===== src/aisc_defines.vh =====
`ifndef AISC_DEFINES_VH
`define AISC_DEFINES_VH
// =============================================
// register offsets
`define AISC_ADDR_STATUS1 8'h08
`define AISC_ADDR_FLAGS 8'h09
`define AISC_ADDR_FEAT1 8'h0D
`define AISC_ADDR_FEAT2 8'h0E
`define AISC_ADDR_INTCTL 8'h17
`define AISC_ADDR_THRESH 8'h16
// =============================================
// reset values
`define AISC_FLAGS_RST 8'h00
`define AISC_FEAT1_RST 8'h00
// =============================================
// flag bit positions
`define AISC_BIT_WAKE 2
`define AISC_BIT_ACQ 3
`define AISC_BIT_EMPTY 4
`define AISC_BIT_FULL 5
`define AISC_BIT_LEVEL 6
`define AISC_BIT_COMBINED_WATCH_SAMPLE_MODE 7
// feature control one bit positions
`define AISC_BIT_FREEZE 3
`define AISC_BIT_REARM 4
`define AISC_BIT_SPI3 5
`define AISC_BIT_TWI 6
`define AISC_BIT_SPI 7
// feature two: write-clear select
`define AISC_BIT_WRCLR 4
// =============================================
// operating mode codes
`define AISC_MODE_SNIFF 3'h2
`define AISC_MODE_CONTINUOUS_SAMPLING_MODE 3'h5
`define AISC_MODE_COMBINED_WATCH_SAMPLE_MODE 3'h6
`define AISC_MODE_TRIGGERED_BURST_MODE 3'h7
// full queue depth
`define AISC_QUEUE_DEPTH 6'h20
`endif


===== src/aisc_int_status.v =====
// Notes on behaviour
// - flag sets only when its enable is one
// - two-wire default: reading flags clears them
// - SPI or write-clear: any write clears flags
// - wake flag on automatic sniff to wake
// - acquisition flag on each sample, wake/triggered_burst_mode
// - empty flag rearms after leaving empty
// - full flag at 32, rearms after leaving
// - level flag when count reaches threshold
// - sniff-in-wake flag; detector then stalls
// - rearm bit lets clear reset detector
// - freeze bit stops capture on sniff event
// - no axis updates while no interface selected
// - all zero keeps power-up interface type
// - two-wire select disables SPI access
// - SPI select disables two-wire access unless the two-wire bit is also set
// - three-wire bit picks SPI variant
// - pending summary is OR of flags
// - write-clear select stops read clearing
`default_nettype none
module aisc_int_status (
   // clock and reset
   input wire clk,
   input wire rstn,
   // register port from the serial front end
   input wire reg_rd,
   input wire reg_wr,
   input wire [7:0] reg_addr,
   input wire [7:0] reg_wdata,
   output reg [7:0] reg_rdata,
   // power-up interface strap: 1 two-wire, 0 spi
   input wire strap_two_wire,
   // settings held elsewhere
   input wire [7:0] int_enable,
   input wire [4:0] level_threshold,
   input wire write_clear_select,
   // core status
   input wire [2:0] op_mode,
   input wire auto_wake_event,
   input wire sample_event,
   input wire [5:0] queue_count,
   input wire sniff_detect,
   // link clock of the serial port, seen as a level
   input wire link_clk,
   // outputs
   output reg [7:0] interrupt_flags,
   output reg any_flag_pending,
   output reg [7:0] feature_control_one,
   output reg axis_update_en,
   output reg capture_en,
   output reg sniff_detector_reset,
   output reg sniff_detector_armed,
   output reg two_wire_active,
   output reg spi_active,
   output reg three_wire_select,
   output reg serial_out_bidir,
   output reg link_clk_rise
);
`include "aisc_defines.vh"

// =============================================
// link clock sampling
reg [2:0] lclk_sync_reg;
reg lclk_state_reg;
// count an edge once the second and third stages agree
always @(posedge clk) begin
   if (!rstn) begin
      lclk_sync_reg <= 3'h0;
      lclk_state_reg <= 1'b0;
      link_clk_rise <= 1'b0;
   end else begin
      lclk_sync_reg <= {lclk_sync_reg[1:0], link_clk};
      link_clk_rise <= 1'b0;
      if (lclk_sync_reg[1] == lclk_sync_reg[2] && lclk_sync_reg[2] != lclk_state_reg) begin
         lclk_state_reg <= lclk_sync_reg[2];
         link_clk_rise <= lclk_sync_reg[2];
      end
   end
end

// =============================================
// power-up interface strap, caught after reset release
reg strap_taken_reg;
reg strap_two_wire_reg;
always @(posedge clk) begin
   if (!rstn) begin
      strap_taken_reg <= 1'b0;
      strap_two_wire_reg <= 1'b0;
   end else if (!strap_taken_reg) begin
      strap_taken_reg <= 1'b1;
      strap_two_wire_reg <= strap_two_wire;
   end
end

// =============================================
// interface selection
wire sel_twi = feature_control_one[`AISC_BIT_TWI];
wire sel_spi = feature_control_one[`AISC_BIT_SPI];
wire sel_none = !sel_twi && !sel_spi && !feature_control_one[`AISC_BIT_SPI3];
reg twi_mode;
always @* begin
   if (sel_twi)
      twi_mode = 1'b1;
   else if (sel_spi || feature_control_one[`AISC_BIT_SPI3])
      twi_mode = 1'b0;
   else
      twi_mode = strap_two_wire_reg;
end

// =============================================
// register access decode
wire flags_rd = reg_rd && reg_addr == `AISC_ADDR_FLAGS;
wire flags_wr = reg_wr && reg_addr == `AISC_ADDR_FLAGS;
wire feat1_wr = reg_wr && reg_addr == `AISC_ADDR_FEAT1;
wire flag_clear = flags_wr || (flags_rd && twi_mode && !write_clear_select);
// sniff detector reset on rearm clear or leaving combined mode
wire in_combined_watch_sample_mode = op_mode == `AISC_MODE_COMBINED_WATCH_SAMPLE_MODE;
reg in_combined_watch_sample_mode_reg;
wire sniff_reset = (flag_clear && feature_control_one[`AISC_BIT_REARM]) ||
                   (in_combined_watch_sample_mode_reg && !in_combined_watch_sample_mode);

// =============================================
// condition tracking for retrigger
reg [2:0] prev_mode_reg;
reg empty_armed_reg;
reg full_armed_reg;
wire q_empty = queue_count == 6'h00;
wire q_full = queue_count >= `AISC_QUEUE_DEPTH;
always @(posedge clk) begin
   if (!rstn) begin
      prev_mode_reg <= 3'h0;
      in_combined_watch_sample_mode_reg <= 1'b0;
      empty_armed_reg <= 1'b1;
      full_armed_reg <= 1'b1;
   end else begin
      prev_mode_reg <= op_mode;
      in_combined_watch_sample_mode_reg <= in_combined_watch_sample_mode;
      if (!q_empty)
         empty_armed_reg <= 1'b1;
      else if (empty_armed_reg)
         empty_armed_reg <= 1'b0;
      if (!q_full)
         full_armed_reg <= 1'b1;
      else if (full_armed_reg)
         full_armed_reg <= 1'b0;
   end
end

// =============================================
// flag set terms
reg [7:0] set_vec;
always @* begin
   set_vec = 8'h00;
   set_vec[`AISC_BIT_WAKE] = auto_wake_event && prev_mode_reg == `AISC_MODE_SNIFF &&
                             op_mode == `AISC_MODE_CONTINUOUS_SAMPLING_MODE;
   set_vec[`AISC_BIT_ACQ] = sample_event &&
      (op_mode == `AISC_MODE_CONTINUOUS_SAMPLING_MODE || op_mode == `AISC_MODE_TRIGGERED_BURST_MODE);
   set_vec[`AISC_BIT_EMPTY] = q_empty && empty_armed_reg;
   set_vec[`AISC_BIT_FULL] = q_full && full_armed_reg;
   set_vec[`AISC_BIT_LEVEL] = {1'b0, queue_count} >= {2'h0, level_threshold};
   // sniff only in combined mode while armed
   set_vec[`AISC_BIT_COMBINED_WATCH_SAMPLE_MODE] = sniff_detect && in_combined_watch_sample_mode && sniff_detector_armed;
   set_vec = set_vec & int_enable & 8'hFC;
end

// =============================================
// flags, feature register and derived outputs
wire [7:0] flags_next = (flag_clear ? 8'h00 : interrupt_flags) | set_vec;
always @(posedge clk) begin
   if (!rstn) begin
      interrupt_flags <= `AISC_FLAGS_RST;
      any_flag_pending <= 1'b0;
      feature_control_one <= `AISC_FEAT1_RST;
      sniff_detector_armed <= 1'b1;
      sniff_detector_reset <= 1'b0;
      capture_en <= 1'b1;
   end else begin
      // clear all at once, set wins
      interrupt_flags <= flags_next;
      any_flag_pending <= |flags_next;
      // low bits forced zero, host owes zeros
      if (feat1_wr)
         feature_control_one <= {reg_wdata[7:3], 3'h0};
      sniff_detector_reset <= sniff_reset;
      // detector stalls after event until reset
      if (set_vec[`AISC_BIT_COMBINED_WATCH_SAMPLE_MODE])
         sniff_detector_armed <= 1'b0;
      else if (sniff_reset)
         sniff_detector_armed <= 1'b1;
      if (set_vec[`AISC_BIT_COMBINED_WATCH_SAMPLE_MODE] && feature_control_one[`AISC_BIT_FREEZE])
         capture_en <= 1'b0;
      else if (!feature_control_one[`AISC_BIT_FREEZE] || flag_clear)
         capture_en <= 1'b1;
   end
end

// =============================================
// interface outputs
always @(posedge clk) begin
   if (!rstn) begin
      axis_update_en <= 1'b0;
      two_wire_active <= 1'b0;
      spi_active <= 1'b0;
      three_wire_select <= 1'b0;
      serial_out_bidir <= 1'b0;
   end else begin
      axis_update_en <= !sel_none;
      two_wire_active <= twi_mode;
      spi_active <= !twi_mode;
      three_wire_select <= feature_control_one[`AISC_BIT_SPI3];
      serial_out_bidir <= !twi_mode && feature_control_one[`AISC_BIT_SPI3];
   end
end

// =============================================
// read data, registered one cycle after the read strobe
always @(posedge clk) begin
   if (!rstn)
      reg_rdata <= 8'h00;
   else if (reg_rd) begin
      case (reg_addr)
         `AISC_ADDR_FLAGS: reg_rdata <= interrupt_flags;
         `AISC_ADDR_FEAT1: reg_rdata <= feature_control_one;
         `AISC_ADDR_STATUS1: reg_rdata <= {any_flag_pending, 7'h00};
         default: reg_rdata <= 8'h00;
      endcase
   end
end
endmodule // aisc_int_status
`default_nettype wire


===== config.mk =====
export PLATFORM = sky130hd
export DESIGN_NAME = aisc_int_status
export DESIGN_NICKNAME = d
export VERILOG_FILES = /design/src/aisc_int_status.v
export VERILOG_INCLUDE_DIRS = /design/src
export SDC_FILE = /design/constraint.sdc
export NUM_CORES = 1
export LEC_CHECK = 0
export BUFFER_PORTS_ARGS = -buffer_cell sky130_fd_sc_hd__buf_2
export CAP_MARGIN = 20
export CORE_ASPECT_RATIO = 1.1
export CORE_UTILIZATION = 50
export CTS_BUF_LIST = sky130_fd_sc_hd__clkbuf_8
export CTS_CLUSTER_DIAMETER = 80
export DETAILED_ROUTE_END_ITERATION = 8
export GPL_ROUTABILITY_DRIVEN = 0
export GPL_TIMING_DRIVEN = 0
export PLACE_DENSITY = 0.94
export SYNTH_ARGS = -nofsm -noshare
export SYNTH_HDL_FRONTEND = slang
export SYNTH_SLANG_ARGS = --single-unit

===== constraint.sdc =====
create_clock -name clk -period 3.05 [get_ports clk]
set_clock_uncertainty 0.1 [all_clocks]
set_input_delay 0.305 -clock clk [delete_from_list [all_inputs] [get_ports clk]]
set_output_delay 0.305 -clock clk [all_outputs]
set_load 0.05 [all_outputs]

==> metrics.md, run 1 <==
| Metric | Value |
|---|---|
| Finished Core Util | `0.687` |
| Clock Pin Slew Worst Setup and Hold Paths | `80 ps` |
| CTS Buf Count | `5` |
| CTS max path bufs | `2` |
| Share of post-route cells with drive strength above 1 | `0.357` |
| # Post-CTS Setup Buffers | `0` |
| Crit-path max cell delay | `410 ps` |
| Min Hold Slack | `101 ps` |
| Number of synthesized flops with an enable pin | `0` |
| WL final | `4.23 mm` |
| Syn_area_per_cell | `9.73 µm²` |
| Max-slew violations | `0` |
| Largest net degree at the start of global routing | `14` |
| Crit Path Max Fanout | `7` |
| Biggest regs | `interrupt_flags: 8 flops, reg_rdata: 8 flops, feature_control_one: 5 flops` |
| Die ar. | `0.00377 mm²` |
| WS Path Type | `reg2reg` |
| Resized cells post-CTS | `0` |
| IO Pins | `82` |
| DP HPWL | `3.30 mm` |
| Maximum achievable frequency | `551 MHz` |
| Core area | `0.00336 mm²` |
| Final ANT Viol Nets | `0` |
| Die Y | `64.3 µm` |
| Cells after Synth | `181` |
| Post-Place Cell Area | `0.00219 mm²` |
| Warnings, synthesis | `0` |
| Root buffer selected by CTS | `clkbuf_8` |
| CP max stage cell | `nor4b_1` |
| Worst EP required | `3150 ps` |
| Seq/Total Area, Yosys | `0.489` |
| WL/cell | `13.6 µm` |
| # placed instances | `303` |
| Yosys reg bits | `43` |
| Clock Latency Late Sink | `300 ps` |
| Chip width | `58.6 µm` |
| Synth cell count leaders | `dfxtp_1 (43), nor2_1 (21), a21oi_1 (9), a22oi_1 (9), and2_1 (9)` |
| Worst Setup End Kind | `register` |
| Setup TNS | `0 ps` |
| Status | `finished, final reports clean` |
| Drt drc | `0` |
| Leak | `1.09 nW` |
| Sink Count | `43` |
| Via count | `1,644` |
| Total gr overflow | `0` |
| Final setup vio count | `0` |
| Area grow syn2layout | `31.0%` |
| Headroom to the max-slew limit | `0.646` |
| First-pass GRT wire length | `6.73 mm` |
| Min cycle time layout | `1810 ps` |
| DR pass1 iterations | `4` |
| Final WS setup | `1240 ps` |
| Buffers on Ports | `72` |
| Actual slew at the worst max-slew pin | `526 ps` |
| H-tree Lvls | `2` |
| Fillers | `272` |
| CTS tree | `built` |
| Cell Chain, Critical Path | `nor4b_1 > a221o_1 > a22oi_1 > o31a_1` |
| Post-synth top area share | `0.489` |
| Non-Filler Instances | `311` |
| Pre-CTS WS | `1010 ps` |
| Crit-path leading delay family | `compound AO/OA/AOI/OAI gates` |
| Initial antenna violation count | `0` |
| Flop-to-flop setup slack | `1240 ps` |
| Synth top area cells | `dfxtp_1 (49%), nor2_1 (4.5%), a22oi_1 (3.8%), ha_1 (3.6%), mux2i_1 (3.4%)` |
| Pwr Total | `1.18 mW` |
| Post-synth top area cell | `dfxtp_1` |
| Library cells used by synthesis | `42` |
| Worst Path Buf+Inv | `0` |
| Main flop type after synthesis | `dfxtp_1` |
| Final Hold Fails | `0` |
| Post-route cell area | `0.00231 mm²` |
| Most common cell in the synthesized netlist | `dfxtp_1` |
| Iteration-0 DRC count of the detailed router | `67` |
| Post-DR vias/cell | `5.29` |
| Pwr/cell area | `511 mW/mm²` |
| Max-cap violations | `0` |
| Final period util | `0.595` |
| RSZ-0062 raised after global routing | `false` |
| CTS Hold Bufs | `0` |
| Ys async rst share | `0` |
| Layout Nets | `315` |
| Diode count | `0` |
| Vias in the first global route | `1,557` |
| HP Class | `in2reg` |
| Crit start category | `register` |
| Arr. time, crit path | `1910 ps` |
| Row count | `22` |
| GRT Resource Usage Total | `0.241` |
| Initial Utilization | `0.525` |
| Synthesized area | `0.00176 mm²` |
| VDD IR-drop max | `272 µV` |
layout make-up:
cell class	instances	area (µm²)	share of cell area
sequential	43	861	0.373
timing repair buffer	72	360	0.156
buffer	8	50.0	0.0217
clock inverter	2	35.0	0.0152
multi-input combinational	125	832	0.361
tap	48	60.1	0.0260
inverter	7	26.3	0.0114
clock buffer	6	82.6	0.0358
power breakdown:
part / switching, mW / leakage (nW) / internal [mW] / total [mW]
Combinational: 0.0846 / 0.678 / 0.0531 / 0.138
Sequential: 0.00718 / 0.350 / 0.574 / 0.581
Clock: 0.195 / 0.0612 / 0.265 / 0.460
cells by family (layout without fill, tap and decap cells):
group,Yosys count,count (layout),share of synthesized area
AO/OA/AOI/OAI,38,38,0.141
adder cells (fa/ha/maj),5,5,0.0355
other,1,3,0.00213
buffers and inverters,15,95,0.0433
flip-flops,43,43,0.489
multiplexers,11,11,0.0661
AND/OR/NAND/NOR,68,68,0.223
placed cells by master, fill, tap and decap left out, types with 2 or more instances in the layout:
cell type	n
or3_1	2
nand4_1	4
a31oi_1	2
clkbuf_1	3
buf_2	73
nand3b_1	3
a21boi_0	2
and2_1	9
inv_1	6
clkbuf_8	6
nor3_1	2
and3_1	2
nand3_1	4
dfxtp_1	43
conb_1	3
nand2_1	5
mux2i_1	6
o211ai_1	2
buf_4	3
ha_1	5
nor2b_1	3
o21a_1	2
mux2_2	5
a22oi_1	9
nor2_1	21
o21ai_0	7
nor4_1	4
a21oi_1	9
nor3_4	2
per-layer routing:
| metal | track usage | vias to the layer above | share of wire |
|---|---|---|---|
| li1 | - | 808 | - |
| met1 | 0.264 | 768 | 0.39 |
| met2 | 0.420 | 62 | 0.53 |
| met3 | 0.0668 | 6 | 0.064 |
| met4 | 0.122 | 0 | 0.017 |
| met5 | 0 | - | 0 |
worst paths after layout:
path / startpoint / to / cells past startpoint
hold / removal: queue_count[5] / full_armed_reg / 2
hold reg to reg: lclk_sync_reg[0] / lclk_sync_reg[1] / 1
setup / recovery: feature_control_one[7] / any_flag_pending / 4
setup reg to reg: feature_control_one[7] / any_flag_pending / 4
No activity file was read; power rests on OpenSTA's default activity.
==> inputs of run 2 (changes only) <==
--- a/config.mk
+++ b/config.mk
@@ -9,13 +9,13 @@
 export BUFFER_PORTS_ARGS = -buffer_cell sky130_fd_sc_hd__buf_2
 export CAP_MARGIN = 20
 export CORE_ASPECT_RATIO = 1.1
-export CORE_UTILIZATION = 50
+export CORE_UTILIZATION = 43
 export CTS_BUF_LIST = sky130_fd_sc_hd__clkbuf_8
 export CTS_CLUSTER_DIAMETER = 80
 export DETAILED_ROUTE_END_ITERATION = 8
 export GPL_ROUTABILITY_DRIVEN = 0
 export GPL_TIMING_DRIVEN = 0
-export PLACE_DENSITY = 0.94
+export PLACE_DENSITY = 0.87
 export SYNTH_ARGS = -nofsm -noshare
 export SYNTH_HDL_FRONTEND = slang
 export SYNTH_SLANG_ARGS = --single-unit
==> constraint.sdc (replaced) <==
create_clock -name clk -period 1.55 [get_ports clk]
set_clock_uncertainty 0.1 [all_clocks]
set_input_delay 0.155 -clock clk [delete_from_list [all_inputs] [get_ports clk]]
set_output_delay 0.155 -clock clk [all_outputs]
set_load 0.05 [all_outputs]
==> run 2 against run 1 <==
Net effect:
- first-iteration DRC count rose by 19%
- non-clock buffer count is 17 higher
- wire length is 7.5% higher
- via count grew 4.1%
- die area grew 16%
- final area rose by 7.6%
- clock-buffer cell count decreased by 1
- critical path depth is 1 higher
- register-to-register slack worse by 1200 ps
- flip-flop and latch count stayed put
- final cell count rose by 6.1%
==> metrics.md, run 2 (synthesis results as in run 1) <==
| Metric | Value |
|---|---|
| Status | `finished, final reports clean` |
| Row count | `24 (+9.1%)` |
| Actual slew at the worst max-slew pin | `546 ps (+19.2 ps)` |
| Final setup vio count | `0 (unchanged)` |
| Headroom to the max-slew limit | `0.636 (-0.00957)` |
| Max-slew violations | `0 (unchanged)` |
| Cell Chain, Critical Path | `dlygate4sd3_1 > buf_2 > nor2_1 > dlygate4sd3_1 > nand3_1` |
| Biggest regs | `interrupt_flags: 8 flops, reg_rdata: 8 flops, feature_control_one: 5 flops` |
| GRT Resource Usage Total | `0.213 (-0.0281)` |
| Max-cap violations | `0 (unchanged)` |
| Final Hold Fails | `0 (unchanged)` |
| Pwr Total | `2.09 mW (+77%)` |
| WL/cell | `13.8 µm (+1.3%)` |
| Worst Path Buf+Inv | `3 (+3)` |
| CTS tree | `built` |
| Root buffer selected by CTS | `clkbuf_8` |
| Die ar. | `0.00436 mm² (+16%)` |
| Crit-path most repeated cell | `dlygate4sd3_1` |
| IO Pins | `82 (unchanged)` |
| Crit Path Max Fanout | `2 (-5)` |
| Pwr/cell area | `840 mW/mm² (+64%)` |
| Final period util | `0.988` |
| WL final | `4.55 mm (+7.5%)` |
| Iteration-0 DRC count of the detailed router | `80 (+19%)` |
| CP max stage cell | `dlygate4sd3_1` |
| Buffers on Ports | `72 (unchanged)` |
| Worst EP required | `1610 ps (-1540 ps)` |
| Min Hold Slack | `9.18 ps (-91.8 ps)` |
| Diode count | `0 (unchanged)` |
| Initial antenna violation count | `0 (unchanged)` |
| Finished Core Util | `0.631 (-0.0557)` |
| Post-DR vias/cell | `5.18 (-1.9%)` |
| Worst Setup End Kind | `register` |
| Crit-path leading delay family | `buffers and inverters` |
| Die Y | `69.1 µm (+7.6%)` |
| Clock Pin Slew Worst Setup and Hold Paths | `70 ps (about the same)` |
| Setup TNS | `0 ps (unchanged)` |
| Crit-path max cell delay | `570 ps (+160 ps)` |
| Clock Latency Late Sink | `290 ps (about the same)` |
| Largest net degree at the start of global routing | `12 (-2)` |
| WS Path Type | `in2reg` |
| CTS max path bufs | `2 (unchanged)` |
| Commonest non-fill, non-tap cell in the layout | `buf_2` |
| Final ANT Viol Nets | `0 (unchanged)` |
| First-pass GRT wire length | `7.15 mm (+6.1%)` |
| HP Class | `in2reg` |
| Via count | `1,711 (+4.1%)` |
| Drt drc | `0 (unchanged)` |
| DP HPWL | `3.24 mm (-2.0%)` |
| Leak | `1.16 nW (+6.6%)` |
| Crit start category | `input pin` |
| Share of post-route cells with drive strength above 1 | `0.367 (+0.00949)` |
| Area grow syn2layout | `41.0%` |
| Sink Count | `43 (unchanged)` |
| Initial Utilization | `0.448 (-0.0768)` |
| Maximum achievable frequency | `653 MHz` |
| Core area | `0.00393 mm² (+17%)` |
| Layout Nets | `332 (+5.4%)` |
| Most frequent cells in the layout | `buf_2 (73), dfxtp_1 (40), nor2_1 (21)` |
| Total gr overflow | `0 (unchanged)` |
| Chip width | `63.0 µm (+7.6%)` |
| H-tree Lvls | `2 (unchanged)` |
| Vias in the first global route | `1,679 (+7.8%)` |
| DR pass1 iterations | `4 (unchanged)` |
| Min cycle time layout | `1530 ps` |
| VDD IR-drop max | `452 µV (+67%)` |
| Arr. time, crit path | `1590 ps (-320 ps)` |
| CTS Buf Count | `5 (unchanged)` |
run 2: cell count changes in the layout (fill, tap and decap cells not counted), moves of 2 or more:
cell | previous run | this run
dfxtp_1 | 43 | 40
dfxtp_4 | 0 | 2
dlygate4sd3_1 | 0 | 14
o21ai_0 | 7 | 4
o21ai_1 | 0 | 3
buf_4 | 3 | 5
run 2: where the power goes:
part | leakage [nW] | total [mW] | internal (mW) | switching (mW)
Clock | 0.0413 | 0.631 | 0.293 | 0.338
Sequential | 0.352 | 1.14 | 1.13 | 0.0160
Combinational | 0.767 | 0.313 | 0.135 | 0.177
run 2: what timing repair did:
action / in CTS / in global routing
hold buffers: 14 / 0
pin swaps: 2 / 5
endpoints found under the hold margin: 11 / 0
endpoints found under the setup margin: 1 / 14
cloned: 0 / 0
gates resized for setup: 1 / 8
setup buffers: 1 / 2
run 2: stage by stage:
stage	worst slack (ps)	instance area (µm²)	std cells
2_1_floorplan	-117	1780	183
3_3_place_gp	-337	2200	307
3_5_place_dp	-348	2200	307
4_1_cts	-15.6	2430	328
5_1_grt	-20.0	2480	330
6_report	18.0	2480	330
run 2: final cells by class:
class	count	area, µm²
well taps	52	65.1
multi-input cells	125	872
repair buffers	89	527
clock buffers	5	68.8
flip-flops and latches	43	870
inverters	7	26.3
fillers	334	1450
plain buffers	8	51.3
clock inverters	1	3.75
run 2: worst min-delay path: cells and delay by family:
| family | cells | cell delay [ps] |
|---|---|---|
| buf+inv | 1 | 110 |
| simple gates | 2 | 100 |
run 2: worst paths after layout:
kind / startpoint / end / slack (ps) / depth (start not counted)
max: queue_count[4] / empty_armed_reg / 20 / 5
min: queue_count[2] / empty_armed_reg / 9 / 3
max reg2reg: feature_control_one[7] / sniff_detector_armed / 70 / 5
min reg2reg: lclk_sync_reg[0] / lclk_sync_reg[1] / 340 / 1
run 2: layer usage:
metal	vias up	share of wire	GRT usage	wire length (µm)
met1	804	0.40	0.230	1830
met2	58	0.53	0.373	2390
met4	0	0.023	0.109	104
met3	10	0.049	0.0613	221
li1	839	-	-	-
met5	-	0	0	0
==> inputs of run 3 (changes only) <==
--- a/config.mk
+++ b/config.mk
@@ -16,6 +16,7 @@
 export GPL_ROUTABILITY_DRIVEN = 0
 export GPL_TIMING_DRIVEN = 0
 export PLACE_DENSITY = 0.87
+export SETUP_SLACK_MARGIN = 0.5
 export SYNTH_ARGS = -nofsm -noshare
 export SYNTH_HDL_FRONTEND = slang
 export SYNTH_SLANG_ARGS = --single-unit
==> run 3 against run 2 <==
Net effect:
- the run now ends with setup timing left
- largest power group unchanged
- power is 5.3% higher
- highest routed layer unchanged
- global-route usage is 3.7 points higher
- final area up 20%
- non-clock buffer count is 6 higher
==> metrics.md, run 3 (synthesis results as in run 1) <==
| Metric | Value |
|---|---|
| Status | `finished with violations` |
| Failing checks | `setup timing` |
| Final WS setup | `-23.9 ps (-41.9 ps)` |
| H-tree Lvls | `2 (unchanged)` |
| DR pass1 iterations | `6 (+2)` |
| Leak | `1.30 nW (+12%)` |
| Chip width | `63.0 µm (unchanged)` |
| Arr. time, crit path | `1690 ps (+100 ps)` |
| Core area | `0.00393 mm² (unchanged)` |
| WL final | `5.72 mm (+26%)` |
| Initial Utilization | `0.448 (unchanged)` |
| Final Hold Fails | `0 (unchanged)` |
| Most frequent cells in the layout | `buf_2 (41), dfxtp_2 (23), buf_8 (22)` |
| Sink Count | `43 (unchanged)` |
| Clock Pin Slew Worst Setup and Hold Paths | `70 ps (about the same)` |
| Drt drc | `0 (unchanged)` |
| Min cycle time layout | `1570 ps (+41.9 ps)` |
| Diode count | `0 (unchanged)` |
| Finished Core Util | `0.756 (+0.125)` |
| Pwr/cell area | `739 mW/mm² (-12%)` |
| Crit start category | `register` |
| RSZ-0062 raised after global routing | `true` |
| Share of post-route cells with drive strength above 1 | `0.568 (+0.202)` |
| Final ANT Viol Nets | `0 (unchanged)` |
| Final setup vio count | `1 (+1)` |
| VDD IR-drop max | `545 µV (+21%)` |
| Row count | `24 (unchanged)` |
| Area grow syn2layout | `68.9%` |
| Vias in the first global route | `1,893 (+13%)` |
| Via count | `1,889 (+10%)` |
| Clock Latency Late Sink | `290 ps (about the same)` |
| Actual slew at the worst max-slew pin | `539 ps (-6.47 ps)` |
| WS Path Type | `reg2reg` |
| Iteration-0 DRC count of the detailed router | `153 (+91%)` |
| Critical Path Start | `feature_control_one[7]` |
| HP Class | `in2reg` |
| Initial antenna violation count | `0 (unchanged)` |
| Biggest regs | `interrupt_flags: 8 flops, reg_rdata: 8 flops, feature_control_one: 5 flops` |
| Max-cap violations | `0 (unchanged)` |
| WL/cell | `17.0 µm (+23%)` |
| Post-DR vias/cell | `5.61 (+8.1%)` |
| Layout Nets | `338 (+1.8%)` |
| Buffers on Ports | `72 (unchanged)` |
| Max-slew violations | `0 (unchanged)` |
| Root buffer selected by CTS | `clkbuf_8` |
| Final period util | `1.02 (+0.0270)` |
| IO Pins | `82 (unchanged)` |
| Total gr overflow | `0 (unchanged)` |
| Worst Setup End Kind | `register` |
| Hold Crit Start | `queue_count[4]` |
| Pwr Total | `2.20 mW (+5.3%)` |
| FF-to-FF Start | `feature_control_one[7]` |
| GRT Resource Usage Total | `0.250 (+0.0366)` |
| First-pass GRT wire length | `8.41 mm (+18%)` |
| Die ar. | `0.00436 mm² (unchanged)` |
| Largest net degree at the start of global routing | `13 (+1)` |
| Commonest non-fill, non-tap cell in the layout | `buf_2` |
| Maximum achievable frequency | `635 MHz (-2.7%)` |
| CTS tree | `built` |
| CTS Buf Count | `5 (unchanged)` |
| Die Y | `69.1 µm (unchanged)` |
| Fillers | `248 (-26%)` |
| CTS max path bufs | `2 (unchanged)` |
| Headroom to the max-slew limit | `0.639 (+0.00323)` |
| Crit Path Max Fanout | `5 (+3)` |
| DP HPWL | `3.22 mm (-0.60%)` |
| Worst EP required | `1660 ps (+50 ps)` |
[run 3: cell types whose count changed in the layout (fill, tap and decap cells not counted), sizes merged]
cell / before / now
buf: 80 / 93
inv: 7 / 6
clkinv: 1 / 2
clkbuf: 8 / 9
dlygate4sd3: 14 / 7
[run 3: stage by stage]
stage	cells	cell area, µm²	hold slack (ps)	setup WS [ps]	TNS [ps]
after floorplan	183	1790	82.7	-76.1	-355
after global placement	307	2210	262	-300	-4080
after detailed placement	307	2210	271	-305	-4830
after CTS	331	2760	1.20	70.8	0
after global routing	337	2980	15.3	-45.9	-45.9
final	337	2980	6.10	-23.9	-23.9
[run 3: routing by layer]
layer	GRT usage	up-vias	part of all wire	wire length, µm
met5	0	-	0	0
met1	0.261	895	0.36	2080
li1	-	860	-	-
met3	0.0695	22	0.071	407
met2	0.435	112	0.53	3030
met4	0.155	0	0.036	204
[run 3: report_power, final]
part / leakage (nW) / switching, mW / total [mW] / internal [mW]
registers: 0.366 / 0.0223 / 1.14 / 1.12
logic: 0.887 / 0.193 / 0.353 / 0.160
clock network: 0.0470 / 0.352 / 0.701 / 0.349
[run 3: worst max-delay path, stage by stage (launching register included)]
cell      delay (ps)
dfxtp_4          360
nor4b_4          290
a221o_1          250
buf_6            140
buf_6            100
a21oi_2           50
o211ai_1         190
[run 3: worst paths after layout]
path              cells after the start          endpoint  slack, ps
setup reg to reg                      6        capture_en        -20
hold / removal                        3   empty_armed_reg          6
hold reg to reg                       1  lclk_sync_reg[1]        350
setup / recovery                      6        capture_en        -20
[run 3: cell type report]
class	instances	area [µm²]	share of cell area
multi-input cells	125	963	0.324
well taps	52	65.1	0.0219
inverters	7	26.3	0.00883
clock buffers	6	82.6	0.0278
repair buffers	95	860	0.289
plain buffers	8	53.8	0.0181
clock inverters	1	5.00	0.00168
flip-flops and latches	43	920	0.309
[run 3: timing repair]
action,CTS,global route
pin swaps,7,19
buffers inserted,10,6
hold buffers,7,0
setup endpoints to repair,56,58
hold endpoints to repair,7,0
resized for setup,107,50
